## config.mk

```make
export PLATFORM = sky130hd
export DESIGN_NAME = cev_top
export DESIGN_NICKNAME = d
export VERILOG_FILES = /design/src/rtl/cev_pkg.sv /design/src/rtl/cev_avs.sv /design/src/rtl/cev_term.sv /design/src/rtl/cev_top.sv
export SDC_FILE = /design/constraint.sdc
export NUM_CORES = 1
export LEC_CHECK = 0
export BUFFER_PORTS_ARGS = -buffer_cell sky130_fd_sc_hd__clkbuf_2
export CORE_MARGIN = 2
export CORE_UTILIZATION = 51
export DETAILED_ROUTE_END_ITERATION = 6
export HOLD_SLACK_MARGIN = 0.08
export MAX_ROUTING_LAYER = met4
export PLACE_DENSITY = 0.79
export SLEW_MARGIN = 25
export SYNTH_ARGS = -nofsm -noshare
export SYNTH_HDL_FRONTEND = slang
export SYNTH_HIERARCHICAL = 1
export SYNTH_SLANG_ARGS = --single-unit
```

## constraint.sdc

```tcl
create_clock -name i_clk -period 1.8 [get_ports i_clk]
set_input_delay 0.27 -clock i_clk [delete_from_list [all_inputs] [get_ports i_clk]]
set_output_delay 0.27 -clock i_clk [all_outputs]
set_load 0.03 [all_outputs]
```

## src/rtl/cev_pkg.sv

```systemverilog
// constants for the comparator event output block
// assumes a 32-bit avalon-mm register bus and a single system clock
package cev_pkg;

    // ****************************************
    // register byte addresses
    // ****************************************
    localparam int ADDR_W = 8;
    localparam logic [7:0] OFS_IRQ_ENABLE = 8'h00;
    localparam logic [7:0] OFS_IRQ_CAUSE = 8'h04;
    localparam logic [7:0] OFS_MAIN_STATUS = 8'h08;
    localparam logic [7:0] OFS_TERM_ENV = 8'h0C;
    localparam logic [7:0] OFS_CMP_ENV = 8'h10;
    localparam logic [7:0] OFS_CMP5_ENV = 8'h14;
    localparam logic [7:0] OFS_PRESET_MULT = 8'h18;
    localparam logic [7:0] OFS_ACTIVE_MULT = 8'h1C;
    localparam logic [7:0] OFS_GP_TERM = 8'h20;

    // ****************************************
    // field positions and reset values
    // ****************************************
    localparam int NUM_CMP = 5;
    localparam int CMP_EVT_LSB = 8;
    localparam int ACT_LSB_1 = 5;
    localparam int ACT_LSB_2 = 13;
    localparam int ACT_LSB_3 = 21;
    localparam int ACT_LSB_4 = 30;
    localparam int ACT_LSB_5 = 6;
    localparam int TERM1_MODE_LSB = 6;
    localparam int TERM2_MODE_LSB = 8;
    localparam int GP_IN_LSB = 8;
    localparam logic [31:0] REG_RST = 32'h0000_0000;
    localparam logic [31:0] UNMAPPED_RD = 32'h0000_0000;

    // ****************************************
    // encodings
    // ****************************************
    typedef enum logic [1:0] {
        ACT_NONE = 2'b00,
        ACT_STOP_NOW = 2'b01,
        ACT_DEC_STOP = 2'b10,
        ACT_RELOAD = 2'b11
    } cev_act_e;

    typedef enum logic [1:0] {
        TERM_GP_IN = 2'b00,
        TERM_GP_OUT = 2'b01,
        TERM_MATCH_LO = 2'b10,
        TERM_MATCH_HI = 2'b11
    } cev_term_e;

    // byte-enable merge of a write into a stored word
    function automatic logic [31:0] cev_be_merge(input logic [31:0] old_v,
                                                 input logic [31:0] new_v,
                                                 input logic [3:0] be);
        logic [31:0] res;
        res = old_v;
        for (int b = 0; b < 4; b++) begin
            if (be[b]) begin
                res[b*8 +: 8] = new_v[b*8 +: 8];
            end
        end
        return res;
    endfunction : cev_be_merge

endpackage : cev_pkg

```

## src/rtl/cev_avs.sv

```systemverilog
// avalon-mm slave handshake for the comparator event registers
// assumes the master holds a request until waitrequest is sampled low
`timescale 1ns/1ps
module cev_avs
    import cev_pkg::*;
(
    // clock and reset
    input wire logic i_clk,
    input wire logic i_sys_rst,
    // bus request
    input wire logic i_read,
    input wire logic i_write,
    input wire logic [31:0] i_rdata,
    // bus answer
    output logic o_waitrequest,
    output logic [31:0] o_readdata,
    output logic o_wr_commit
);
    logic ack_ff;
    logic [31:0] rdata_ff;

    // ****************************************
    // one wait state per access
    // ****************************************
    always_ff @(posedge i_clk) begin
        if (i_sys_rst) begin
            ack_ff <= 1'b0;
        end else begin
            ack_ff <= (i_read | i_write) & ~ack_ff;
        end
    end

    always_ff @(posedge i_clk) begin
        if (i_sys_rst) begin
            rdata_ff <= REG_RST;
        end else if (i_read && !ack_ff) begin
            rdata_ff <= i_rdata;
        end
    end

    assign o_waitrequest = (i_read | i_write) & ~ack_ff;
    assign o_readdata = rdata_ff;
    assign o_wr_commit = i_write & ack_ff;

endmodule : cev_avs

```

## src/rtl/cev_term.sv

```systemverilog
// one shared general-purpose / comparator match terminal
// assumes the pin input is already synchronised
`timescale 1ns/1ps
module cev_term
    import cev_pkg::*;
(
    // clock and reset
    input wire logic i_clk,
    input wire logic i_sys_rst,
    // control
    input wire logic [1:0] i_mode,
    input wire logic i_gp_out,
    input wire logic i_match,
    // pin
    output logic o_pin,
    output logic o_pin_oe_n
);
    // ****************************************
    // mode decode, registered pin drive
    // ****************************************
    always_ff @(posedge i_clk) begin
        if (i_sys_rst) begin
            o_pin <= 1'b0;
            o_pin_oe_n <= 1'b1;
        end else begin
            case (i_mode)
                TERM_GP_IN: begin
                    o_pin <= 1'b0;
                    o_pin_oe_n <= 1'b1;
                end
                TERM_GP_OUT: begin
                    o_pin <= i_gp_out;
                    o_pin_oe_n <= 1'b0;
                end
                TERM_MATCH_LO: begin
                    o_pin <= ~i_match;
                    o_pin_oe_n <= 1'b0;
                end
                default: begin
                    o_pin <= i_match;
                    o_pin_oe_n <= 1'b0;
                end
            endcase
        end
    end

endmodule : cev_term

```

## src/rtl/cev_top.sv

```systemverilog
// comparator event outputs: match actions, interrupt cause, status, terminals
// assumes comparator match levels come from logic on i_clk
//
// Operation
// selectors for comparators 1-4 in compare_env_config bits 5-6,13-14,21-22,30-31
// selector for comparator 5 in compare5_env_config bits 6-7
// selector: 00 nothing, 01 immediate stop, 10 decel stop, 11 reload
// no-action match still feeds interrupt, terminal output and sync event
// software should use reload to change speed during motion
// reload also copies preset multiplier into active multiplier
// interrupt output low on enabled comparator match, enables at bits 8-12
// cause flags for comparators 1-5 at irq_cause bits 8-12
// live match conditions at main_status_word bits 8-12
// comparator 1 terminal mode: input, output, match low, match high
// comparator 2 terminal mode in bits 8-9: 00 input, 01 output
// comparator 2 terminal: 10 match low, 11 match high
// cause flags stick until cleared; interrupt holds while any enabled flag
//
// The Avalon-MM register port and the address map were left to the implementer.
`timescale 1ns/1ps
module cev_top
    import cev_pkg::*;
#(
    parameter int MULT_W = 16
) (
    // clock and reset
    input wire logic i_clk,
    input wire logic i_sys_rst,
    // avalon-mm slave
    input wire logic [ADDR_W-1:0] i_avs_address,
    input wire logic i_avs_read,
    input wire logic i_avs_write,
    input wire logic [31:0] i_avs_writedata,
    input wire logic [3:0] i_avs_byteenable,
    output logic [31:0] o_avs_readdata,
    output logic o_avs_waitrequest,
    // comparator matches
    input wire logic [NUM_CMP-1:0] i_cmp_match,
    // motion requests
    output logic o_stop_now,
    output logic o_dec_stop,
    output logic o_preload,
    output logic [NUM_CMP-1:0] o_match_evt,
    output logic [MULT_W-1:0] o_active_multiplier,
    // interrupt
    output logic o_irq_n,
    // shared terminals: pos_soft_limit / cmp1, neg_soft_limit / cmp2
    input wire logic [1:0] i_term_in,
    output logic [1:0] o_term_out,
    output logic [1:0] o_term_oe_n
);
    // ****************************************
    // registers
    // ****************************************
    logic [31:0] irq_enable_ff;
    logic [31:0] term_env_ff;
    logic [31:0] cmp_env_ff;
    logic [31:0] cmp5_env_ff;
    logic [MULT_W-1:0] preset_multiplier_ff;
    logic [MULT_W-1:0] active_multiplier_ff;
    logic [1:0] gp_out_ff;
    logic [NUM_CMP-1:0] cause_ff;
    logic [NUM_CMP-1:0] match_d_ff;
    logic [1:0] term_s1_ff;
    logic [1:0] term_s2_ff;
    logic stop_now_ff;
    logic dec_stop_ff;
    logic preload_ff;
    logic [NUM_CMP-1:0] match_evt_ff;
    logic irq_n_ff;

    logic wr_commit;
    logic [31:0] rd_mux;
    logic [NUM_CMP-1:0] evt;
    logic [NUM_CMP-1:0] irq_en;
    logic [NUM_CMP-1:0] cause_clr;
    logic [NUM_CMP-1:0] want_stop;
    logic [NUM_CMP-1:0] want_dec;
    logic [NUM_CMP-1:0] want_load;
    logic [1:0] sel [NUM_CMP];
    logic [15:0] main_status_word;

    // ****************************************
    // bus slave
    // ****************************************
    cev_avs u_avs (
        .i_clk(i_clk),
        .i_sys_rst(i_sys_rst),
        .i_read(i_avs_read),
        .i_write(i_avs_write),
        .i_rdata(rd_mux),
        .o_waitrequest(o_avs_waitrequest),
        .o_readdata(o_avs_readdata),
        .o_wr_commit(wr_commit)
    );

    function automatic logic wr_at(input logic [7:0] ofs);
        return wr_commit && (i_avs_address == ofs);
    endfunction : wr_at

    always_ff @(posedge i_clk) begin
        if (i_sys_rst) begin
            irq_enable_ff <= REG_RST;
            term_env_ff <= REG_RST;
            cmp_env_ff <= REG_RST;
            cmp5_env_ff <= REG_RST;
            gp_out_ff <= 2'h0;
        end else begin
            if (wr_at(OFS_IRQ_ENABLE)) begin
                irq_enable_ff <= cev_be_merge(irq_enable_ff, i_avs_writedata, i_avs_byteenable);
            end
            if (wr_at(OFS_TERM_ENV)) begin
                term_env_ff <= cev_be_merge(term_env_ff, i_avs_writedata, i_avs_byteenable);
            end
            if (wr_at(OFS_CMP_ENV)) begin
                cmp_env_ff <= cev_be_merge(cmp_env_ff, i_avs_writedata, i_avs_byteenable);
            end
            if (wr_at(OFS_CMP5_ENV)) begin
                cmp5_env_ff <= cev_be_merge(cmp5_env_ff, i_avs_writedata, i_avs_byteenable);
            end
            if (wr_at(OFS_GP_TERM) && i_avs_byteenable[0]) begin
                gp_out_ff <= i_avs_writedata[1:0];
            end
        end
    end

    // ****************************************
    // multipliers
    // ****************************************
    always_ff @(posedge i_clk) begin
        if (i_sys_rst) begin
            preset_multiplier_ff <= '0;
        end else if (wr_at(OFS_PRESET_MULT)) begin
            preset_multiplier_ff <= MULT_W'(i_avs_writedata);
        end
    end

    always_ff @(posedge i_clk) begin
        if (i_sys_rst) begin
            active_multiplier_ff <= '0;
        end else if (|want_load) begin
            active_multiplier_ff <= preset_multiplier_ff;
        end
    end

    assign o_active_multiplier = active_multiplier_ff;

    // ****************************************
    // match events and action decode
    // ****************************************
    always_ff @(posedge i_clk) begin
        if (i_sys_rst) begin
            match_d_ff <= '0;
        end else begin
            match_d_ff <= i_cmp_match;
        end
    end

    assign evt = i_cmp_match & ~match_d_ff;
    assign irq_en = irq_enable_ff[CMP_EVT_LSB +: NUM_CMP];
    assign cause_clr = (wr_commit && (i_avs_address == OFS_IRQ_CAUSE))
        ? i_avs_writedata[CMP_EVT_LSB +: NUM_CMP] : '0;

    assign sel[0] = cmp_env_ff[ACT_LSB_1 +: 2];
    assign sel[1] = cmp_env_ff[ACT_LSB_2 +: 2];
    assign sel[2] = cmp_env_ff[ACT_LSB_3 +: 2];
    assign sel[3] = cmp_env_ff[ACT_LSB_4 +: 2];
    assign sel[4] = cmp5_env_ff[ACT_LSB_5 +: 2];

    for (genvar n = 0; n < NUM_CMP; n++) begin : g_cmp
        assign want_stop[n] = evt[n] && (sel[n] == ACT_STOP_NOW);
        assign want_dec[n] = evt[n] && (sel[n] == ACT_DEC_STOP);
        assign want_load[n] = evt[n] && (sel[n] == ACT_RELOAD);
    end

    always_ff @(posedge i_clk) begin
        if (i_sys_rst) begin
            stop_now_ff <= 1'b0;
            dec_stop_ff <= 1'b0;
            preload_ff <= 1'b0;
        end else begin
            stop_now_ff <= |want_stop;
            dec_stop_ff <= |want_dec & ~|want_stop;
            preload_ff <= |want_load & ~|want_stop & ~|want_dec;
        end
    end

    always_ff @(posedge i_clk) begin
        if (i_sys_rst) begin
            match_evt_ff <= '0;
        end else begin
            match_evt_ff <= evt;
        end
    end

    assign o_stop_now = stop_now_ff;
    assign o_dec_stop = dec_stop_ff;
    assign o_preload = preload_ff;
    assign o_match_evt = match_evt_ff;

    // ****************************************
    // interrupt cause and output
    // ****************************************
    always_ff @(posedge i_clk) begin
        if (i_sys_rst) begin
            cause_ff <= '0;
        end else begin
            cause_ff <= (cause_ff & ~cause_clr) | (evt & irq_en);
        end
    end

    always_ff @(posedge i_clk) begin
        if (i_sys_rst) begin
            irq_n_ff <= 1'b1;
        end else begin
            irq_n_ff <= ~|(((cause_ff & ~cause_clr) | (evt & irq_en)) & irq_en);
        end
    end

    assign o_irq_n = irq_n_ff;

    // ****************************************
    // terminals
    // ****************************************
    always_ff @(posedge i_clk) begin
        if (i_sys_rst) begin
            term_s1_ff <= 2'h0;
            term_s2_ff <= 2'h0;
        end else begin
            term_s1_ff <= i_term_in;
            term_s2_ff <= term_s1_ff;
        end
    end

    cev_term u_term1 (
        .i_clk(i_clk),
        .i_sys_rst(i_sys_rst),
        .i_mode(term_env_ff[TERM1_MODE_LSB +: 2]),
        .i_gp_out(gp_out_ff[0]),
        .i_match(i_cmp_match[0]),
        .o_pin(o_term_out[0]),
        .o_pin_oe_n(o_term_oe_n[0])
    );

    cev_term u_term2 (
        .i_clk(i_clk),
        .i_sys_rst(i_sys_rst),
        .i_mode(term_env_ff[TERM2_MODE_LSB +: 2]),
        .i_gp_out(gp_out_ff[1]),
        .i_match(i_cmp_match[1]),
        .o_pin(o_term_out[1]),
        .o_pin_oe_n(o_term_oe_n[1])
    );

    // ****************************************
    // read mux
    // ****************************************
    always_comb begin
        main_status_word = 16'h0000;
        main_status_word[CMP_EVT_LSB +: NUM_CMP] = i_cmp_match;
        rd_mux = UNMAPPED_RD;
        case (i_avs_address)
            OFS_IRQ_ENABLE: rd_mux = irq_enable_ff;
            OFS_IRQ_CAUSE: rd_mux[CMP_EVT_LSB +: NUM_CMP] = cause_ff;
            OFS_MAIN_STATUS: rd_mux[15:0] = main_status_word;
            OFS_TERM_ENV: rd_mux = term_env_ff;
            OFS_CMP_ENV: rd_mux = cmp_env_ff;
            OFS_CMP5_ENV: rd_mux = cmp5_env_ff;
            OFS_PRESET_MULT: rd_mux[MULT_W-1:0] = preset_multiplier_ff;
            OFS_ACTIVE_MULT: rd_mux[MULT_W-1:0] = active_multiplier_ff;
            OFS_GP_TERM: begin
                rd_mux[1:0] = gp_out_ff;
                rd_mux[GP_IN_LSB +: 2] = term_s2_ff;
            end
            default: rd_mux = UNMAPPED_RD;
        endcase
    end
endmodule : cev_top

```

==> flow_metrics.env, run 1 <==
export IMPL_period_minus_slack_ns=1.722
export IMPL_ir_drop_mv=0.5938
export IMPL_io_buffers=116
export IMPL_grt_pass1_wl_um=49710
export IMPL_overflow=0
export IMPL_dieArea_sq_mm=0.02049
export IMPL_hp_class="in -> reg"
export IMPL_path_cells="dlygate4sd3_1 > clkbuf_2 > mux2i_1 > a2bb2oi_1 > nor3_1 > a31oi_1 > o21ai_0 > nand4bb_1 > o21ai_1"
export IMPL_cp_start_kind="primary input"
export IMPL_cp_arrival_ns=2.12
export IMPL_start_util_pct=52.43
export IMPL_utilization_pct=66.80
export IMPL_wl_per_cell_um=19.07
export IMPL_min_period_over_period_pct=95.65
export IMPL_syn_avg_cell_area_sq_um=8.282
export IMPL_critPathMaxFanout=3
export IMPL_finalClockSkew_ns=0.007776
export IMPL_cp_num_buf_inv=2
export IMPL_cp_data_required_time_ns=2.20
export IMPL_wirelength_um=31700
export IMPL_grt_use_total_pct=31.49
export IMPL_dp_hpwl_um=21910
export IMPL_clk_path_buf_depth=3
export IMPL_setup_slack_ns=0.07828
export IMPL_p_leak_nw=4.766
export IMPL_ff_latch_area_sq_mm=0.004446
export IMPL_layout_commonest_cell="nand2_1"
export IMPL_num_nets_final=1438
export IMPL_synth_top_area_share_pct=45.02
export IMPL_synthesis_nets=1247
export IMPL_fp_dieH_um=143.1
export IMPL_slowest_delay_ns=0.53
export IMPL_die_w_um=143.1
export IMPL_core_area_sq_mm=0.01883
export IMPL_clock_root_buffer="clkbuf_16"
export IMPL_drive_gt1_share_pct=20.56
export IMPL_final_area_sq_mm=0.01258
export IMPL_tns_ns=0
export IMPL_seq_area_frac_synth_pct=45.02
export IMPL_multi_input_area_sq_mm=0.005036
export IMPL_fillers=1494
export IMPL_antenna_found_initial=1
export IMPL_cts_sinks=222
export IMPL_synth_cell_types=52
export IMPL_slew_violations=0
export IMPL_path_clk_slew_ns=0.06
export IMPL_max_cap_violations=0
export IMPL_postSynth_asyncResetShare_pct=0
export IMPL_worst_pin_slew_ns=0.5142
export IMPL_setup_viol=0
export IMPL_route_vias_total=9889
export IMPL_firstDrtPassIters=6
export IMPL_hold_path_depth=3
export IMPL_grt_max_degree=58
export IMPL_syn_inst=1192
export IMPL_fmax_ghz=0.5808
export IMPL_power_density_mw_per_mm2=875.0
export IMPL_yosys_warnings=6
export IMPL_rsz0062_at_grt="false"
export IMPL_place_ws_ns=-0.3425
export IMPL_htree_levels=1
export IMPL_hold_violations=0
export IMPL_status="finished clean"
export IMPL_placed_cell_area_sq_mm=0.01142
export IMPL_postCtsSetupBuffers=0
export IMPL_synth_area_leaders="dfxtp_1, nand2_1, a21oi_1, mux2i_1, nand4bb_1"
export IMPL_synth_edf_count=0
export IMPL_clk_latency_ns=0.51
export IMPL_endpoint_kind="flip-flop"
export IMPL_ant_nets=0
export IMPL_cts_tree="done"
export IMPL_crit_family="compound AO/OA/AOI/OAI gates"
export IMPL_layout_area_overhead_vs_synth_pct=27.43
export IMPL_via_per_inst=5.950
export IMPL_first_iter_violations=1222
export IMPL_post_route_drc_count=0
export IMPL_synth_seq_cells=222
export IMPL_path_depth=9
export IMPL_worst_setup_path_type="in -> reg"
export IMPL_grt_pass1_vias=9328
export IMPL_worst_r2r_setup_slack_ns=0.13
export IMPL_rows=50
export IMPL_mappedNetlistArea_sq_mm=0.009872
export IMPL_cts_made_buffers=25
export IMPL_cpMaxStageDelayCell="dlygate4sd3_1"
export IMPL_yosys_area_top_type="dfxtp_1"
export IMPL_num_io_pins=117
export IMPL_slew_headroom_pct=65.36
export IMPL_ys_flop_type="dfxtp_1"
export IMPL_reg2reg_depth=7
export IMPL_mostFrequentLayoutCells="nand2_1, dfxtp_1, a21oi_1"
export IMPL_place_congestion=0.9774
## cell usage after synthesis (all sizes together), types with 2 or more instances
master     n
mux2       7
and3b      2
a21oi    140
and3       9
and4       2
nor4       3
a32oi      5
o21bai     3
nand2b    34
nand3     69
clkbuf    44
a22oi     20
nand2    262
or3        2
nand4bb   34
o21ai     60
nor2b     29
dfxtp    222
mux2i     62
nand3b     3
xor2       2
nor4b      2
buf       41
nor3       8
o22ai     14
a31oi      5
nor2      64
and2       7
a222oi     2
a221o     16
inv        3
nand4      2
a22o       3
## routing by layer
metal	wire, um	vias to the layer above	share of wire, %	GRT usage [%]
met3	2912	104	9.2	4.930
met2	14540	571	46	48.38
met4	1180	0	3.7	11.99
met5	0	-	0	-
li1	-	4562	-	-
met1	13060	4652	41	41.92
## stage by stage
stage | instances | power [mW] | hold slack [ns]
after floorplan | 1192 | 5.378 | 0.3768
after global placement | 1589 | 5.715 | 0.4249
after detailed placement | 1589 | 5.719 | 0.4266
after CTS | 1661 | 11.02 | 0.08295
after global routing | 1662 | 11.29 | 0.09918
final | 1662 | 11.01 | 0.09921
## worst paths after layout
kind / from / to
setup reg to reg: u_avs/ack_ff / cmp5_env_ff[1]
hold reg to reg: term_s1_ff[0] / term_s2_ff[0]
setup / recovery: i_cmp_match[3] / u_avs/o_readdata[11]
hold / removal: i_avs_writedata[14] / irq_enable_ff[14]
## power by group
part	internal, mW	switching (mW)
Sequential	4.93	0.00677
Clock	3.33	2.00
Combinational	0.302	0.442
## registers in the layout, indices dropped and copies added, names as in the netlist
register,flops
u_avs/ack_ff,1
o_dec_stop,1
u_avs/o_readdata,32
term_env_ff,32
o_match_evt,5
u_term1/o_pin_oe_n,1
u_term2/o_pin,1
cmp_env_ff,32
o_preload,1
gp_out_ff,2
u_term1/o_pin,1
cause_ff,5
o_active_multiplier,16
o_stop_now,1
cmp5_env_ff,32
preset_multiplier_ff,16
u_term2/o_pin_oe_n,1
o_irq_n,1
match_d_ff,5
irq_enable_ff,32
term_s1_ff,2
term_s2_ff,2
## worst register-to-register path, stage by stage (launching register included)
cell,delay (ns)
dfxtp_2,0.32
and2_2,0.26
nand2_1,0.16
nor3_4,0.26
buf_4,0.23
nand2_2,0.15
nand2_1,0.11
a21oi_1,0.08
## logic make-up (layout without fill, tap and decap cells)
logic type      count (synthesis)  in the layout  share of synthesized area, %
simple gates                  538            538                         27.36
compound gates                273            273                         16.07
flops                         222            222                         45.02
buf+inv                        88            297                         4.284
mux                            69             69                         7.085
xor+xnor                        2              2                        0.1775
other cells                     0              1                             0
## timing repair
action                     4_1_cts  5_1_grt
resized for setup                0        6
hold endpoints to repair        88        0
setup endpoints to repair        0       46
hold buffers                    27        0
## area by class of cell
type                    instances  share of cell area [%]
inverters                       3                 0.08952
flip-flops and latches        222                   35.34
clock inverters                10                   1.233
multi-input cells             882                   40.03
clock buffers                  35                   5.669
repair buffers                249                   15.03
diodes                          1                 0.01989
well taps                     260                   2.586
Note: power is estimated with default switching activity, not from simulation.
==> run 2, diff against run 1 <==
Settings changed: CORE_MARGIN 2 to default.
==> flow_metrics.env, run 2 (synthesized netlist as in run 1, its figures left out) <==
export IMPL_status="finished clean"
export IMPL_setup_slack_ns=0.08247
export IMPL_fp_dieH_um=141.1
export IMPL_core_area_sq_mm=0.01883
export IMPL_slew_headroom_pct=61.39
export IMPL_p_leak_nw=4.791
export IMPL_post_route_drc_count=0
export IMPL_rsz0062_at_grt="false"
export IMPL_max_cap_violations=0
export IMPL_wirelength_um=31440
export IMPL_antenna_found_initial=1
export IMPL_crit_family="buffers and inverters"
export IMPL_cp_start_kind="flip-flop"
export IMPL_finalClockSkew_ns=0.01254
export IMPL_dp_hpwl_um=22550
export IMPL_htree_levels=1
export IMPL_grt_use_total_pct=32.41
export IMPL_mostFrequentLayoutCells="nand2_1, dfxtp_1, a21oi_1"
export IMPL_cts_tree="done"
export IMPL_cp_arrival_ns=1.45
export IMPL_critPathMaxFanout=35
export IMPL_layout_commonest_cell="nand2_1"
export IMPL_slew_violations=0
export IMPL_period_minus_slack_ns=1.718
export IMPL_num_io_pins=117
export IMPL_grt_max_degree=49
export IMPL_slowest_delay_ns=0.31
export IMPL_die_w_um=141.1
export IMPL_endpoint_kind="primary output"
export IMPL_placedCellCount=1596
export IMPL_route_vias_total=9767
export IMPL_clk_path_buf_depth=3
export IMPL_layout_area_overhead_vs_synth_pct=27.35
export IMPL_wl_per_cell_um=18.81
export IMPL_place_ws_ns=-0.2612
export IMPL_dieArea_sq_mm=0.01992
export IMPL_min_period_over_period_pct=95.42
export IMPL_firstDrtPassIters=6
export IMPL_overflow=0
export IMPL_hp_class="in -> reg"
export IMPL_clock_root_buffer="clkbuf_16"
export IMPL_grt_pass1_vias=9317
export IMPL_cp_data_required_time_ns=1.53
export IMPL_start_util_pct=52.43
export IMPL_cpMaxStageDelayCell="dfxtp_2"
export IMPL_path_cells="buf_4 > nor2_1 > clkbuf_2"
export IMPL_setup_viol=0
export IMPL_cts_sinks=222
export IMPL_num_nets_final=1448
export IMPL_worst_pin_slew_ns=0.5719
export IMPL_tns_ns=0
export IMPL_path_clk_slew_ns=0.06
export IMPL_utilization_pct=66.76
export IMPL_clk_latency_ns=0.52
export IMPL_place_congestion=0.9669
export IMPL_cp_num_buf_inv=2
export IMPL_drive_gt1_share_pct=20.98
export IMPL_fmax_ghz=0.5822
export IMPL_ant_nets=0
export IMPL_finalNonFillerCells=1672
export IMPL_rows=50
export IMPL_grt_pass1_wl_um=49550
export IMPL_cts_made_buffers=24
export IMPL_first_iter_violations=1087
export IMPL_via_per_inst=5.842
export IMPL_power_density_mw_per_mm2=865.0
export IMPL_hold_violations=0
export IMPL_io_buffers=116
export IMPL_worst_setup_path_type="reg -> out"
export IMPL_ir_drop_mv=0.6857
-- run 2: cell count changes in the layout (fill, tap and decap cells not counted), moves of 4 or more --
cell,before,now
clkbuf_1,5,1
buf_12,19,14
dlygate4sd3_1,27,31
buf_4,87,99
clkinv_2,4,8
-- run 2: layout make-up --
type,instances,area (sq um)
antenna,1,2.502
clock buffer,30,684.4
clock inverter,14,153.9
fill,1543,6259
inverter,3,11.26
multi-input combinational,882,5029
sequential,222,4446
tap,260,325.3
timing repair buffer,260,1921
-- run 2: worst register-to-register path: cells and delay by family, from the launching register on --
kind | cells | cell delay, ns
compound gates | 1 | 0.16
buf+inv | 1 | 0.21
flops | 1 | 0.34
mux | 1 | 0.24
simple gates | 3 | 0.58
-- run 2: metrics by stage --
stage	total power, mW	hold slack [ns]	area, sq um
detailed placement	5.734	0.4273	11410
CTS	10.88	0.08528	12560
floorplan	5.378	0.3768	9896
global placement	5.729	0.4298	11410
global route	11.16	0.08671	12570
finish	10.87	0.09688	12570
-- run 2: path summary, 6_finish.rpt --
check | startpoint | endpoint | slack, ns | cells past startpoint
setup / recovery | u_avs/ack_ff | o_avs_waitrequest | 0.08 | 3
hold / removal | i_avs_writedata[0] | irq_enable_ff[0] | 0.1 | 3
hold reg to reg | term_s1_ff[0] | term_s2_ff[0] | 0.44 | 1
setup reg to reg | cmp_env_ff[5] | o_active_multiplier[2] | 0.15 | 6
-- run 2: metal layers --
metal / track usage (%) / up-vias / wire length, um
met4: 11.56 / 0 / 904
met3: 5.163 / 69 / 2915
met1: 42.01 / 4617 / 13080
met5: - / - / 0
li1: - / 4581 / -
met2: 51.12 / 500 / 14550
-- run 2: repair_timing --
action	4_1_cts	5_1_grt
endpoints found under the hold margin	87	0
setup buffers	0	0
setup endpoints to repair	4	38
gates resized for setup	1	3
hold buffers	31	0
-- run 2: where the power goes --
| part | internal (mW) | switching [mW] |
|---|---|---|
| registers | 4.93 | 0.00692 |
| clock network | 3.13 | 2.04 |
| logic | 0.311 | 0.450 |
